## src/dee_pkg.sv

```systemverilog
package dee_pkg;

  // Register select codes on the SFR port
  localparam int SEL_W = 3;
  localparam logic [2:0] SEL_CONTROL = 3'h0;
  localparam logic [2:0] SEL_UNLOCK = 3'h1;
  localparam logic [2:0] SEL_DATA = 3'h2;
  localparam logic [2:0] SEL_ADDR = 3'h3;
  localparam logic [2:0] SEL_PFLAG2 = 3'h4;

  // Control register field positions, then the PFLAG2 done bit
  localparam int CTL_RD = 0;
  localparam int CTL_WR = 1;
  localparam int CTL_WRITE_PERMIT = 2;
  localparam int CTL_WRITE_ERROR_FLAG = 3;
  localparam int CTL_FREE = 4;
  localparam int CTL_UNIMPL = 5;
  localparam int CTL_CONFIG_SPACE_SELECT = 6;
  localparam int CTL_MSEL = 7;
  localparam int PF2_DONE = 4;

  localparam logic [7:0] UNLOCK_KEY1 = 8'h55;
  localparam logic [7:0] UNLOCK_KEY2 = 8'hAA;
  localparam logic [7:0] ERASED_BYTE = 8'hFF;
  localparam logic [7:0] BYTE_ZERO = 8'h00;

  // Timing, in ns; counts derived at the clock period
  localparam int CLK_PERIOD_NS = 4;
  localparam int WRITE_TIME_NS = 4000000;
  localparam int PWRT_TIME_NS = 1000000;
  localparam int WRITE_CYCLES = WRITE_TIME_NS / CLK_PERIOD_NS;
  localparam int PWRT_CYCLES = PWRT_TIME_NS / CLK_PERIOD_NS;

  typedef enum logic [1:0] {
    DEE_LOCK_IDLE = 2'b00,
    DEE_LOCK_GOT55 = 2'b01,
    DEE_LOCK_ARMED = 2'b10
  } dee_lock_t;

  function automatic logic dee_hit(input logic strobe, input logic [2:0] sel,
                                   input logic [2:0] code);
    dee_hit = strobe && (sel == code);
  endfunction

endpackage

```

## src/dee_array.sv

```systemverilog
module dee_array #(
  parameter int ADDR_W = 8,
  parameter int DATA_W = 8
) (
  input wire logic mclk,
  input wire logic wr_en,
  input wire logic [ADDR_W-1:0] wr_addr,
  input wire logic [DATA_W-1:0] wr_data,
  input wire logic [ADDR_W-1:0] rd_addr,
  output logic [DATA_W-1:0] rd_data
);
  localparam int DEPTH = 1 << ADDR_W;

  logic [DATA_W-1:0] mem [DEPTH];

  // Nonvolatile contents: no reset
  genvar i;
  generate
    for (i = 0; i < DEPTH; i++) begin : g_word
      logic [DATA_W-1:0] next_word;
      always_comb begin
        next_word = mem[i];
        if (wr_en && (wr_addr == ADDR_W'(i))) begin
          next_word = wr_data;
        end
      end
      always_ff @(posedge mclk) begin
        mem[i] <= next_word;
      end
    end
  endgenerate

  assign rd_data = mem[rd_addr];
endmodule

```

## src/dee_top.sv

```systemverilog
module dee_top #(
  parameter int ADDR_W = 8,
  parameter int WRITE_CYCLES = dee_pkg::WRITE_CYCLES,
  parameter int PWRT_CYCLES = dee_pkg::PWRT_CYCLES
) (
  input wire logic mclk,
  input wire logic rstn,
  input wire logic power_on_rst,
  input wire logic [dee_pkg::SEL_W-1:0] sfr_sel,
  input wire logic sfr_wr,
  input wire logic sfr_rd,
  input wire logic [7:0] sfr_wdata,
  output logic [7:0] sfr_rdata,
  output logic eeprom_done_flag,
  output logic nvm_busy,
  output logic flash_op_active
);
  import dee_pkg::*;

  // Address register is one byte at most
  if (ADDR_W < 1 || ADDR_W > 8) begin : g_bad_addr_w
    $error("ADDR_W must be 1..8");
  end
  if (WRITE_CYCLES < 2) begin : g_bad_write_cycles
    $error("WRITE_CYCLES must be at least 2");
  end
  if (PWRT_CYCLES < 0) begin : g_bad_pwrt_cycles
    $error("PWRT_CYCLES must not be negative");
  end

  logic memory_space_select, config_space_select, row_erase, write_error_flag;
  logic write_permit, wr_start, rd_start, done;
  logic next_memory_space_select, next_config_space_select, next_row_erase;
  logic next_write_error_flag, next_write_permit, next_wr_start, next_rd_start, next_done;
  logic [7:0] nvm_data_reg, next_nvm_data_reg;
  logic [ADDR_W-1:0] nvm_address_reg, next_nvm_address_reg;
  logic [7:0] rdata, next_rdata;
  // Wide enough for any int cycle count
  logic [31:0] wcnt, next_wcnt;
  logic [31:0] pwrt_cnt, next_pwrt_cnt;
  dee_lock_t lock, next_lock;
  logic arr_we;
  logic [7:0] arr_wdata, arr_rd_data;
  logic ctl_wr, unl_wr, dat_wr, adr_wr, pf2_wr;
  logic eeprom_target, last_cycle;

  dee_array #(.ADDR_W(ADDR_W), .DATA_W(8)) u_array (
    .mclk(mclk),
    .wr_en(arr_we),
    .wr_addr(nvm_address_reg),
    .wr_data(arr_wdata),
    .rd_addr(nvm_address_reg),
    .rd_data(arr_rd_data)
  );

  assign ctl_wr = dee_hit(sfr_wr, sfr_sel, SEL_CONTROL);
  assign unl_wr = dee_hit(sfr_wr, sfr_sel, SEL_UNLOCK);
  assign dat_wr = dee_hit(sfr_wr, sfr_sel, SEL_DATA);
  assign adr_wr = dee_hit(sfr_wr, sfr_sel, SEL_ADDR);
  assign pf2_wr = dee_hit(sfr_wr, sfr_sel, SEL_PFLAG2);
  assign eeprom_target = !memory_space_select && !config_space_select;
  assign last_cycle = wr_start && (wcnt == 32'd1);

  always_comb begin
    next_memory_space_select = memory_space_select;
    next_config_space_select = config_space_select;
    next_row_erase = row_erase;
    next_write_error_flag = write_error_flag;
    next_write_permit = write_permit;
    next_wr_start = wr_start;
    next_rd_start = 1'b0;
    next_done = done;
    next_nvm_data_reg = nvm_data_reg;
    next_nvm_address_reg = nvm_address_reg;
    next_wcnt = wcnt;
    next_pwrt_cnt = (pwrt_cnt != 32'd0) ? pwrt_cnt - 32'd1 : 32'd0;
    next_lock = lock;
    arr_we = 1'b0;
    arr_wdata = nvm_data_reg;
    next_rdata = BYTE_ZERO;

    // Any write off the exact sequence drops the unlock
    if (sfr_wr) begin
      case (lock)
        DEE_LOCK_IDLE: begin
          next_lock = (unl_wr && sfr_wdata == UNLOCK_KEY1) ? DEE_LOCK_GOT55 : DEE_LOCK_IDLE;
        end
        DEE_LOCK_GOT55: begin
          next_lock = (unl_wr && sfr_wdata == UNLOCK_KEY2) ? DEE_LOCK_ARMED : DEE_LOCK_IDLE;
        end
        DEE_LOCK_ARMED: begin
          next_lock = DEE_LOCK_IDLE;
        end
        default: begin
          next_lock = DEE_LOCK_IDLE;
        end
      endcase
    end

    // Software may clear the done flag; completion below wins
    if (pf2_wr) begin
      next_done = sfr_wdata[PF2_DONE];
    end

    if (wr_start) begin
      if (last_cycle) begin
        next_wr_start = 1'b0;
        next_write_error_flag = 1'b0;
        next_row_erase = 1'b0;
        next_done = 1'b1;
        arr_we = eeprom_target;
      end else begin
        next_wcnt = wcnt - 32'd1;
      end
    end else begin
      if (ctl_wr) begin
        next_memory_space_select = sfr_wdata[CTL_MSEL];
        next_config_space_select = sfr_wdata[CTL_CONFIG_SPACE_SELECT];
        next_row_erase = sfr_wdata[CTL_FREE];
        next_write_error_flag = sfr_wdata[CTL_WRITE_ERROR_FLAG];
        next_write_permit = sfr_wdata[CTL_WRITE_PERMIT];
        if (sfr_wdata[CTL_WR]) begin
          // Permit must predate this write; same-write set does not count
          if (lock == DEE_LOCK_ARMED && write_permit && pwrt_cnt == 32'd0) begin
            next_wr_start = 1'b1;
            next_wcnt = 32'(WRITE_CYCLES);
            if (!sfr_wdata[CTL_MSEL] && !sfr_wdata[CTL_CONFIG_SPACE_SELECT]) begin
              arr_we = 1'b1;
              arr_wdata = ERASED_BYTE;
            end
          end else begin
            next_write_error_flag = 1'b1;
          end
        end
        if (sfr_wdata[CTL_RD] && !sfr_wdata[CTL_MSEL] && !sfr_wdata[CTL_CONFIG_SPACE_SELECT]) begin
          next_rd_start = 1'b1;
          next_nvm_data_reg = arr_rd_data;
        end
      end
      if (dat_wr) begin
        next_nvm_data_reg = sfr_wdata;
      end
      if (adr_wr) begin
        next_nvm_address_reg = sfr_wdata[ADDR_W-1:0];
      end
    end

    if (sfr_rd) begin
      case (sfr_sel)
        SEL_CONTROL: begin
          next_rdata = {memory_space_select, config_space_select, 1'b0, row_erase,
                        write_error_flag, write_permit, wr_start, rd_start};
        end
        SEL_DATA: next_rdata = nvm_data_reg;
        SEL_ADDR: next_rdata = 8'(nvm_address_reg);
        SEL_PFLAG2: next_rdata = 8'(done) << PF2_DONE;
        default: next_rdata = BYTE_ZERO;
      endcase
    end

    // Sync reset; warm reset keeps selects and records an aborted write
    if (!rstn) begin
      arr_we = 1'b0;
      next_row_erase = 1'b0;
      next_write_permit = 1'b0;
      next_wr_start = 1'b0;
      next_rd_start = 1'b0;
      next_done = 1'b0;
      next_lock = DEE_LOCK_IDLE;
      next_wcnt = 32'd0;
      next_rdata = BYTE_ZERO;
      next_nvm_data_reg = BYTE_ZERO;
      next_nvm_address_reg = '0;
      if (power_on_rst) begin
        next_memory_space_select = 1'b0;
        next_config_space_select = 1'b0;
        next_write_error_flag = 1'b0;
        next_pwrt_cnt = 32'(PWRT_CYCLES);
      end else begin
        next_write_error_flag = write_error_flag | wr_start;
      end
    end
  end

  always_ff @(posedge mclk) begin
    memory_space_select <= next_memory_space_select;
    config_space_select <= next_config_space_select;
    row_erase <= next_row_erase;
    write_error_flag <= next_write_error_flag;
    write_permit <= next_write_permit;
    wr_start <= next_wr_start;
    rd_start <= next_rd_start;
    done <= next_done;
    nvm_data_reg <= next_nvm_data_reg;
    nvm_address_reg <= next_nvm_address_reg;
    rdata <= next_rdata;
    wcnt <= next_wcnt;
    pwrt_cnt <= next_pwrt_cnt;
    lock <= next_lock;
  end

  assign sfr_rdata = rdata;
  assign eeprom_done_flag = done;
  assign nvm_busy = wr_start;
  assign flash_op_active = wr_start && !eeprom_target;
endmodule

```

## config.mk

```make
export PLATFORM = sky130hd
export DESIGN_NAME = dee_top
export DESIGN_NICKNAME = d
export VERILOG_FILES = /design/src/dee_pkg.sv /design/src/dee_array.sv /design/src/dee_top.sv
export SDC_FILE = /design/constraint.sdc
export NUM_CORES = 2
export LEC_CHECK = 0
export ABC_AREA = 0
export BUFFER_PORTS_ARGS = -buffer_cell sky130_fd_sc_hd__buf_2
export CORE_UTILIZATION = 25
export CTS_CLUSTER_SIZE = 14
export DETAILED_ROUTE_END_ITERATION = 16
export GPL_TIMING_DRIVEN = 0
export PLACE_DENSITY = 0.46
export SKIP_CTS_REPAIR_TIMING = 1
export SYNTH_ARGS = -nofsm -noshare
export SYNTH_HDL_FRONTEND = slang
export SYNTH_HIERARCHICAL = 1
export SYNTH_SLANG_ARGS = --single-unit
```

## constraint.sdc

```tcl
create_clock -name mclk -period 4.6 [get_ports mclk]
set_input_delay 0.46 -clock mclk [delete_from_list [all_inputs] [get_ports mclk]]
set_output_delay 0.46 -clock mclk [all_outputs]
set_load 0.05 [all_outputs]
```

# Word-level counts from Yosys, hierarchy flattened
# Memory sizes are Yosys's and may differ from the RTL's. A register that Yosys moved wholly into a read port is not among the register bits.
# Index checks and enable logic that the tools add are counted.
dict set report word_totals {
  memories 1
  input_bits 16
  ram_bits 2048
  regBits 98
}
# name words width read_ports rd_ports_with_merged_regs write_ports line_no
set memory_table {}
lappend memory_table {u_array.mem 256 8 1 1 1 dee_array.sv:14} ;# logic [DATA_W-1:0] mem [DEPTH];
dict set report classes {
  reduce_logical 549
  n_bitwise 4
  eq_ne 524
  mux 1076
  add_sub_neg 2
}
# op count
set ops {}
lappend ops {{$mux 8} 776}
lappend ops {{$reduce_or 8->1} 255}
lappend ops {{$eq 8x8->1 const B} 129}
lappend ops {{$eq 8x7->1 const B} 65}
lappend ops {{$mux 1} 289}
lappend ops {{$logic_and 1x1->1} 271}
lappend ops {{$eq 8x6->1 const B} 32}
lappend ops {{$mux 32} 8}
lappend ops {{$ne 1x1->1 const B} 256}
lappend ops {{$eq 8x5->1 const B} 16}
lappend ops {{$eq 8x4->1 const B} 8}
lappend ops {{$sub 32x1->32 const B} 2}
lappend ops {{$eq 32x1->1 const B} 1}
lappend ops {{$eq 8x3->1 const B} 4}
lappend ops {{$logic_not 32->1} 1}
lappend ops {{$pmux 8 s4} 1}
lappend ops {{$reduce_bool 32->1} 1}
lappend ops {{$eq 8x2->1 const B} 2}
lappend ops {{$reduce_and 2->1} 5}
lappend ops {{$reduce_bool 2->1} 5}
lappend ops {{$eq 8x1->1 const B} 1}
lappend ops {{$logic_not 8->1} 1}
lappend ops {{$eq 3x2->1 const B} 2}
lappend ops {{$logic_not 1->1} 5}
lappend ops {{other kinds (17)} 19}

# Logic depth before layout (Yosys ltp)
dict set report depth {
  ltp_word 266
  mapped_depth 13
  mapped_depth_nobuf 10
}

# By module
# Netlist, hierarchy kept.
# module cells_each area_each_um2 instances
set by_module_without_submodules {}
lappend by_module_without_submodules {dee_array 3780 79403.7 1}
lappend by_module_without_submodules {dee_top 556 4767.1 1}

# Worst setup path before layout
# Ideal clock, no wire load.
dict set report synth_path {
  path_type {reg-to-reg}
  from {register pwrt_cnt[0]}
  to {memory u_array.mem[0][0], data pin}
  stages_incl_launch_ff 10
  slack_ns 0.026
  period_less_slack_ns 4.574
  setup_ns 0.554
  arrival_time_ns 4.019
  path_cell_list {dfxtp_1 -> inv_1 -> ha_1 -> or4b_1 -> or4b_1 -> buf_2 -> nor3_4 -> nand2_1 -> nor3_2 -> or2_2}
}
# element line_no
set synth_rtl {}
lappend synth_rtl {{start, declared} dee_top.sv:40} ;# logic [31:0] pwrt_cnt, next_pwrt_cnt;
lappend synth_rtl {{start signal, assigned} dee_top.sv:198} ;# pwrt_cnt <= next_pwrt_cnt;
lappend synth_rtl {{$logic_not 32->1 *} dee_top.sv:124} ;# if (lock == DEE_LOCK_ARMED && write_permit && pwrt_cnt == 32'd0) begin
lappend synth_rtl {{$logic_and 1x1->1 *} dee_top.sv:124}
lappend synth_rtl {{$mux 8 *} dee_top.sv:124}
lappend synth_rtl {{$mux 8 *} dee_top.sv:122} ;# if (sfr_wdata[CTL_WR]) begin
lappend synth_rtl {{$mux 8 *} dee_top.sv:116} ;# if (ctl_wr) begin
lappend synth_rtl {{$mux 8 *} dee_top.sv:105} ;# if (wr_start) begin
lappend synth_rtl {{named net arr_wdata[0]} dee_top.sv:43} ;# logic [7:0] arr_wdata, arr_rd_data;
lappend synth_rtl {{$mux 8} dee_array.sv:23} ;# if (wr_en && (wr_addr == ADDR_W'(i))) begin
lappend synth_rtl {{$mux 8 (no line) (254 in a row)} -}
lappend synth_rtl {{$mux 8 (no line) *} -}
lappend synth_rtl {{end, declared} dee_array.sv:14}
# The timed path passes the listed nets; every way through them passes the cells marked *. The select of a mux whose other input is x is not followed.

==> metrics.md <==
| Metric | Value |
|---|---|
| Die area | `~340,000 um^2` |
| Biggest regs | `u_array/mem x2048, pwrt_cnt x32, wcnt x32` |
| Hold/Removal Path Class | `input port to flip-flop` |
| Num rows | `about 210` |
| Clk slew on worst S/H paths | `roughly 0.060 ns` |
| Avg Vias per Cell | `between 5 and 6` |
| Syn Area/Cell | `between 15 and 20 um^2` |
| Rel. slew slack | `about 3.6%` |
| Drc violations | `0` |
| Least-Margin Pin Slew | `around 1.4 ns` |
| Detailed Route WL | `289,500 um` |
| CP arrival | `5.55 ns` |
| Failing checks | `negative setup slack` |
| Syn Inst Count | `between 4,000 and 5,000` |
| Placed cell area | `roughly 91,000 um^2` |
| Sink Count | `2,146` |
| Share of cells above drive strength 1 | `between 20 and 30%` |
| Max rail drop VDD | `366.9 uV` |
| # IOs | `27` |
| Filler instances | `between 30,000 and 40,000` |
| Register area | `63,480 um^2` |
| Crit path capture type | `flip-flop` |
| Final setup vio count | `7` |
| Synthesis-to-layout area growth | `19.71%` |
| Max-Cap Viols | `0` |
| Outcome | `finished with violations` |
| Initial antenna violation count | `17` |
| Clock Latency Late Sink | `0.89 ns` |
| Max Fclk | `just over 200 MHz` |
| Half-perimeter wire length after placement | `just under 200,000 um` |
| Crit Path Class | `flip-flop to flip-flop` |
| Via Count | `between 40,000 and 50,000` |
| Max Slew Vio Count | `0` |
| Initial Util | `between 20% and 30%` |
| Number of global-route vias before repair | `between 40,000 and 50,000` |
| Seq/Total Area, Yosys | `between 70 and 80%` |
| Yosys reg bits | `between 2,000 and 2,500` |
| Global-route wire length before repair | `between 300,000 and 400,000 um` |
| Inserted Clock Buffers | `roughly 230` |
| DIE HEIGHT | `slightly below 600 um` |
| Mapped Nets | `4,355` |
| Post-synthesis cell type count | `78` |
| Total GRT Usage | `between 10% and 20%` |
| Largest Register | `u_array/mem` |
| Max reg flops | `2,048` |
| Commonest non-fill, non-tap cells in the layout | `edfxtp_1 (2,049), mux4_2 (430), clkbuf_16 (231), mux2i_1 (178), a22oi_1 (161)` |
| RSZ-0062 raised after global routing | `yes` |
| Layout net count | `4,715` |
| Final Cycle Share | `104.8%` |
| CTS root buf | `clkbuf_16` |
| Minimum clock period | `4.823 ns` |
| R2R Setup Slk | `-0.22 ns` |
| Fin. Hold Viols | `0` |
| Placer's final routability congestion estimate | `roughly 0.92` |
| Die X | `approximately 580 um` |
| Setup TNS | `-0.9775 ns` |
| Final Skew | `roughly 0.064 ns` |
| Htree depth | `4` |
| Mapped Area | `approximately 84,000 um^2` |
| Clock Path Buffers | `3` |
| Post-synth top area share | `approximately three quarters` |
| Setup crit start kind | `flip-flop` |
| Antenna-violating nets left | `0` |
| Hold_ws | `approximately 0.036 ns` |
| Pwr/cell area | `around 400 nW/um^2` |
| Port Buffers | `25` |
| Async SR Flop Fraction | `0%` |
| Area leader, netlist | `edfxtp_1` |
| Critical path fanouts, max | `11` |
| Multi-input logic area | `roughly 21,000 um^2` |
| Largest net degree at the start of global routing | `a little over 90` |
| Ys flop type | `edfxtp_1` |
| Power Total | `0.04071 W` |
| Synthesis Warnings | `6` |
| Most common cell after layout, fill and taps aside | `edfxtp_1` |
| Final Cell Area | `just over 100,000 um^2` |
| Number of synthesized flops with an enable pin | `between 2,000 and 2,500` |
| Final worst slack | `-0.2227 ns` |
| TritonCTS clock tree | `done` |
| Synth area leaders | `edfxtp_1 (73%), mux4_2 (12%), dfxtp_1 (2.3%)` |
| Area of the core | `roughly 330,000 um^2` |
| Gr ovfl total | `0` |
| Worst Path Required | `around 5.3 ns` |
| Iteration-0 DRC count of the detailed router | `6,048` |
| Leak | `slightly below 30 nW` |
| Pre-antenna DRT Iters | `5` |
| Final Util | `between 30% and 40%` |
| Routed WL per cell | `~31 um` |
layout make-up:
cell class	count	share of cell area, %
Sequential cell	2146	63.00
Multi-Input combinational cell	1926	20.58
Clock buffer	274	5.897
Tap cell	4387	5.448
Timing Repair Buffer	126	1.952
Buffer	256	1.753
Clock inverter	150	1.316
Inverter	11	0.04098
Antenna cell	4	0.009934
cells in the mapped netlist, drive strengths merged (4+ instances only):
master  number
a22oi      161
nand2       79
or4         15
o22a         8
a211oi      17
o21ai       31
nor3b        5
mux4       430
xor2         6
and2         5
mux2i      178
nand3b       8
and3         5
clkbuf     122
nand2b      20
a22o        10
xnor2       19
o31ai       14
nor2       362
buf        134
nor4bb       5
nor2b       23
edfxtp    2049
o211ai      11
or3         30
a21oi      131
a31o         4
nor4        29
or2         22
or4b         4
nand4       24
nand3       42
mux2        14
a311oi      15
dfxtp       97
inv         10
o221ai      34
o22ai       48
nor3        60
a221oi      12
power breakdown:
group	total [W]	switching [W]	internal, W
Sequential	0.0214	0.0000474	0.0213
Clock	0.0181	0.00784	0.0102
Combinational	0.00125	0.000878	0.000370
Total	0.0407	0.00877	0.0319
worst paths after layout:
path                                         start              end  cells past startpoint
worst min-delay path                    sfr_sel[0]         rd_start                      4
worst max-delay path            nvm_address_reg[4]  nvm_data_reg[0]                     11
worst min register to register         pwrt_cnt[0]      pwrt_cnt[0]                      1
worst max register to register  nvm_address_reg[4]  nvm_data_reg[0]                     11
routing by layer:
metal  global-route usage (%)  wire [um]  vias up
li1                         -          -    18700
met1                    23.01     124100    25480
met2                    25.69     132800     2139
met3                    3.364      23190      394
met4                    5.420       9299       10
met5                        0         72        -
critical path, stage by stage, from the launching register on:
cell      delay (ns)
dfxtp_2         0.64
buf_2           0.51
buf_2           0.55
clkbuf_2        0.51
nand2_1         0.35
o22ai_1         0.36
or3_1           0.27
o31ai_1         0.13
o22ai_1         0.68
nor3_2          0.28
mux2i_1         0.23
a211oi_1        0.10
cells by family (layout without fill, tap and decap cells):
logic type | Yosys count | after routing | share of synthesized area [%]
compound gates | 524 | 524 | 4.295
flops | 2146 | 2146 | 75.41
buf+inv | 267 | 817 | 1.888
xor+xnor | 25 | 25 | 0.2601
fa+ha+maj | 3 | 3 | 0.04460
other cells | 0 | 4 | 0
simple gates | 749 | 752 | 4.296
mux | 622 | 622 | 13.81
through the flow:
stage | setup WS, ns | std cells
6_report | -0.2227 | 9280
2_1_floorplan | 0.02633 | 4336
3_5_place_dp | -2.506 | 8784
4_1_cts | -2.508 | 9208
3_3_place_gp | -3.334 | 8748
5_1_grt | -0.2523 | 9277
(Power assumes the default switching activity.)
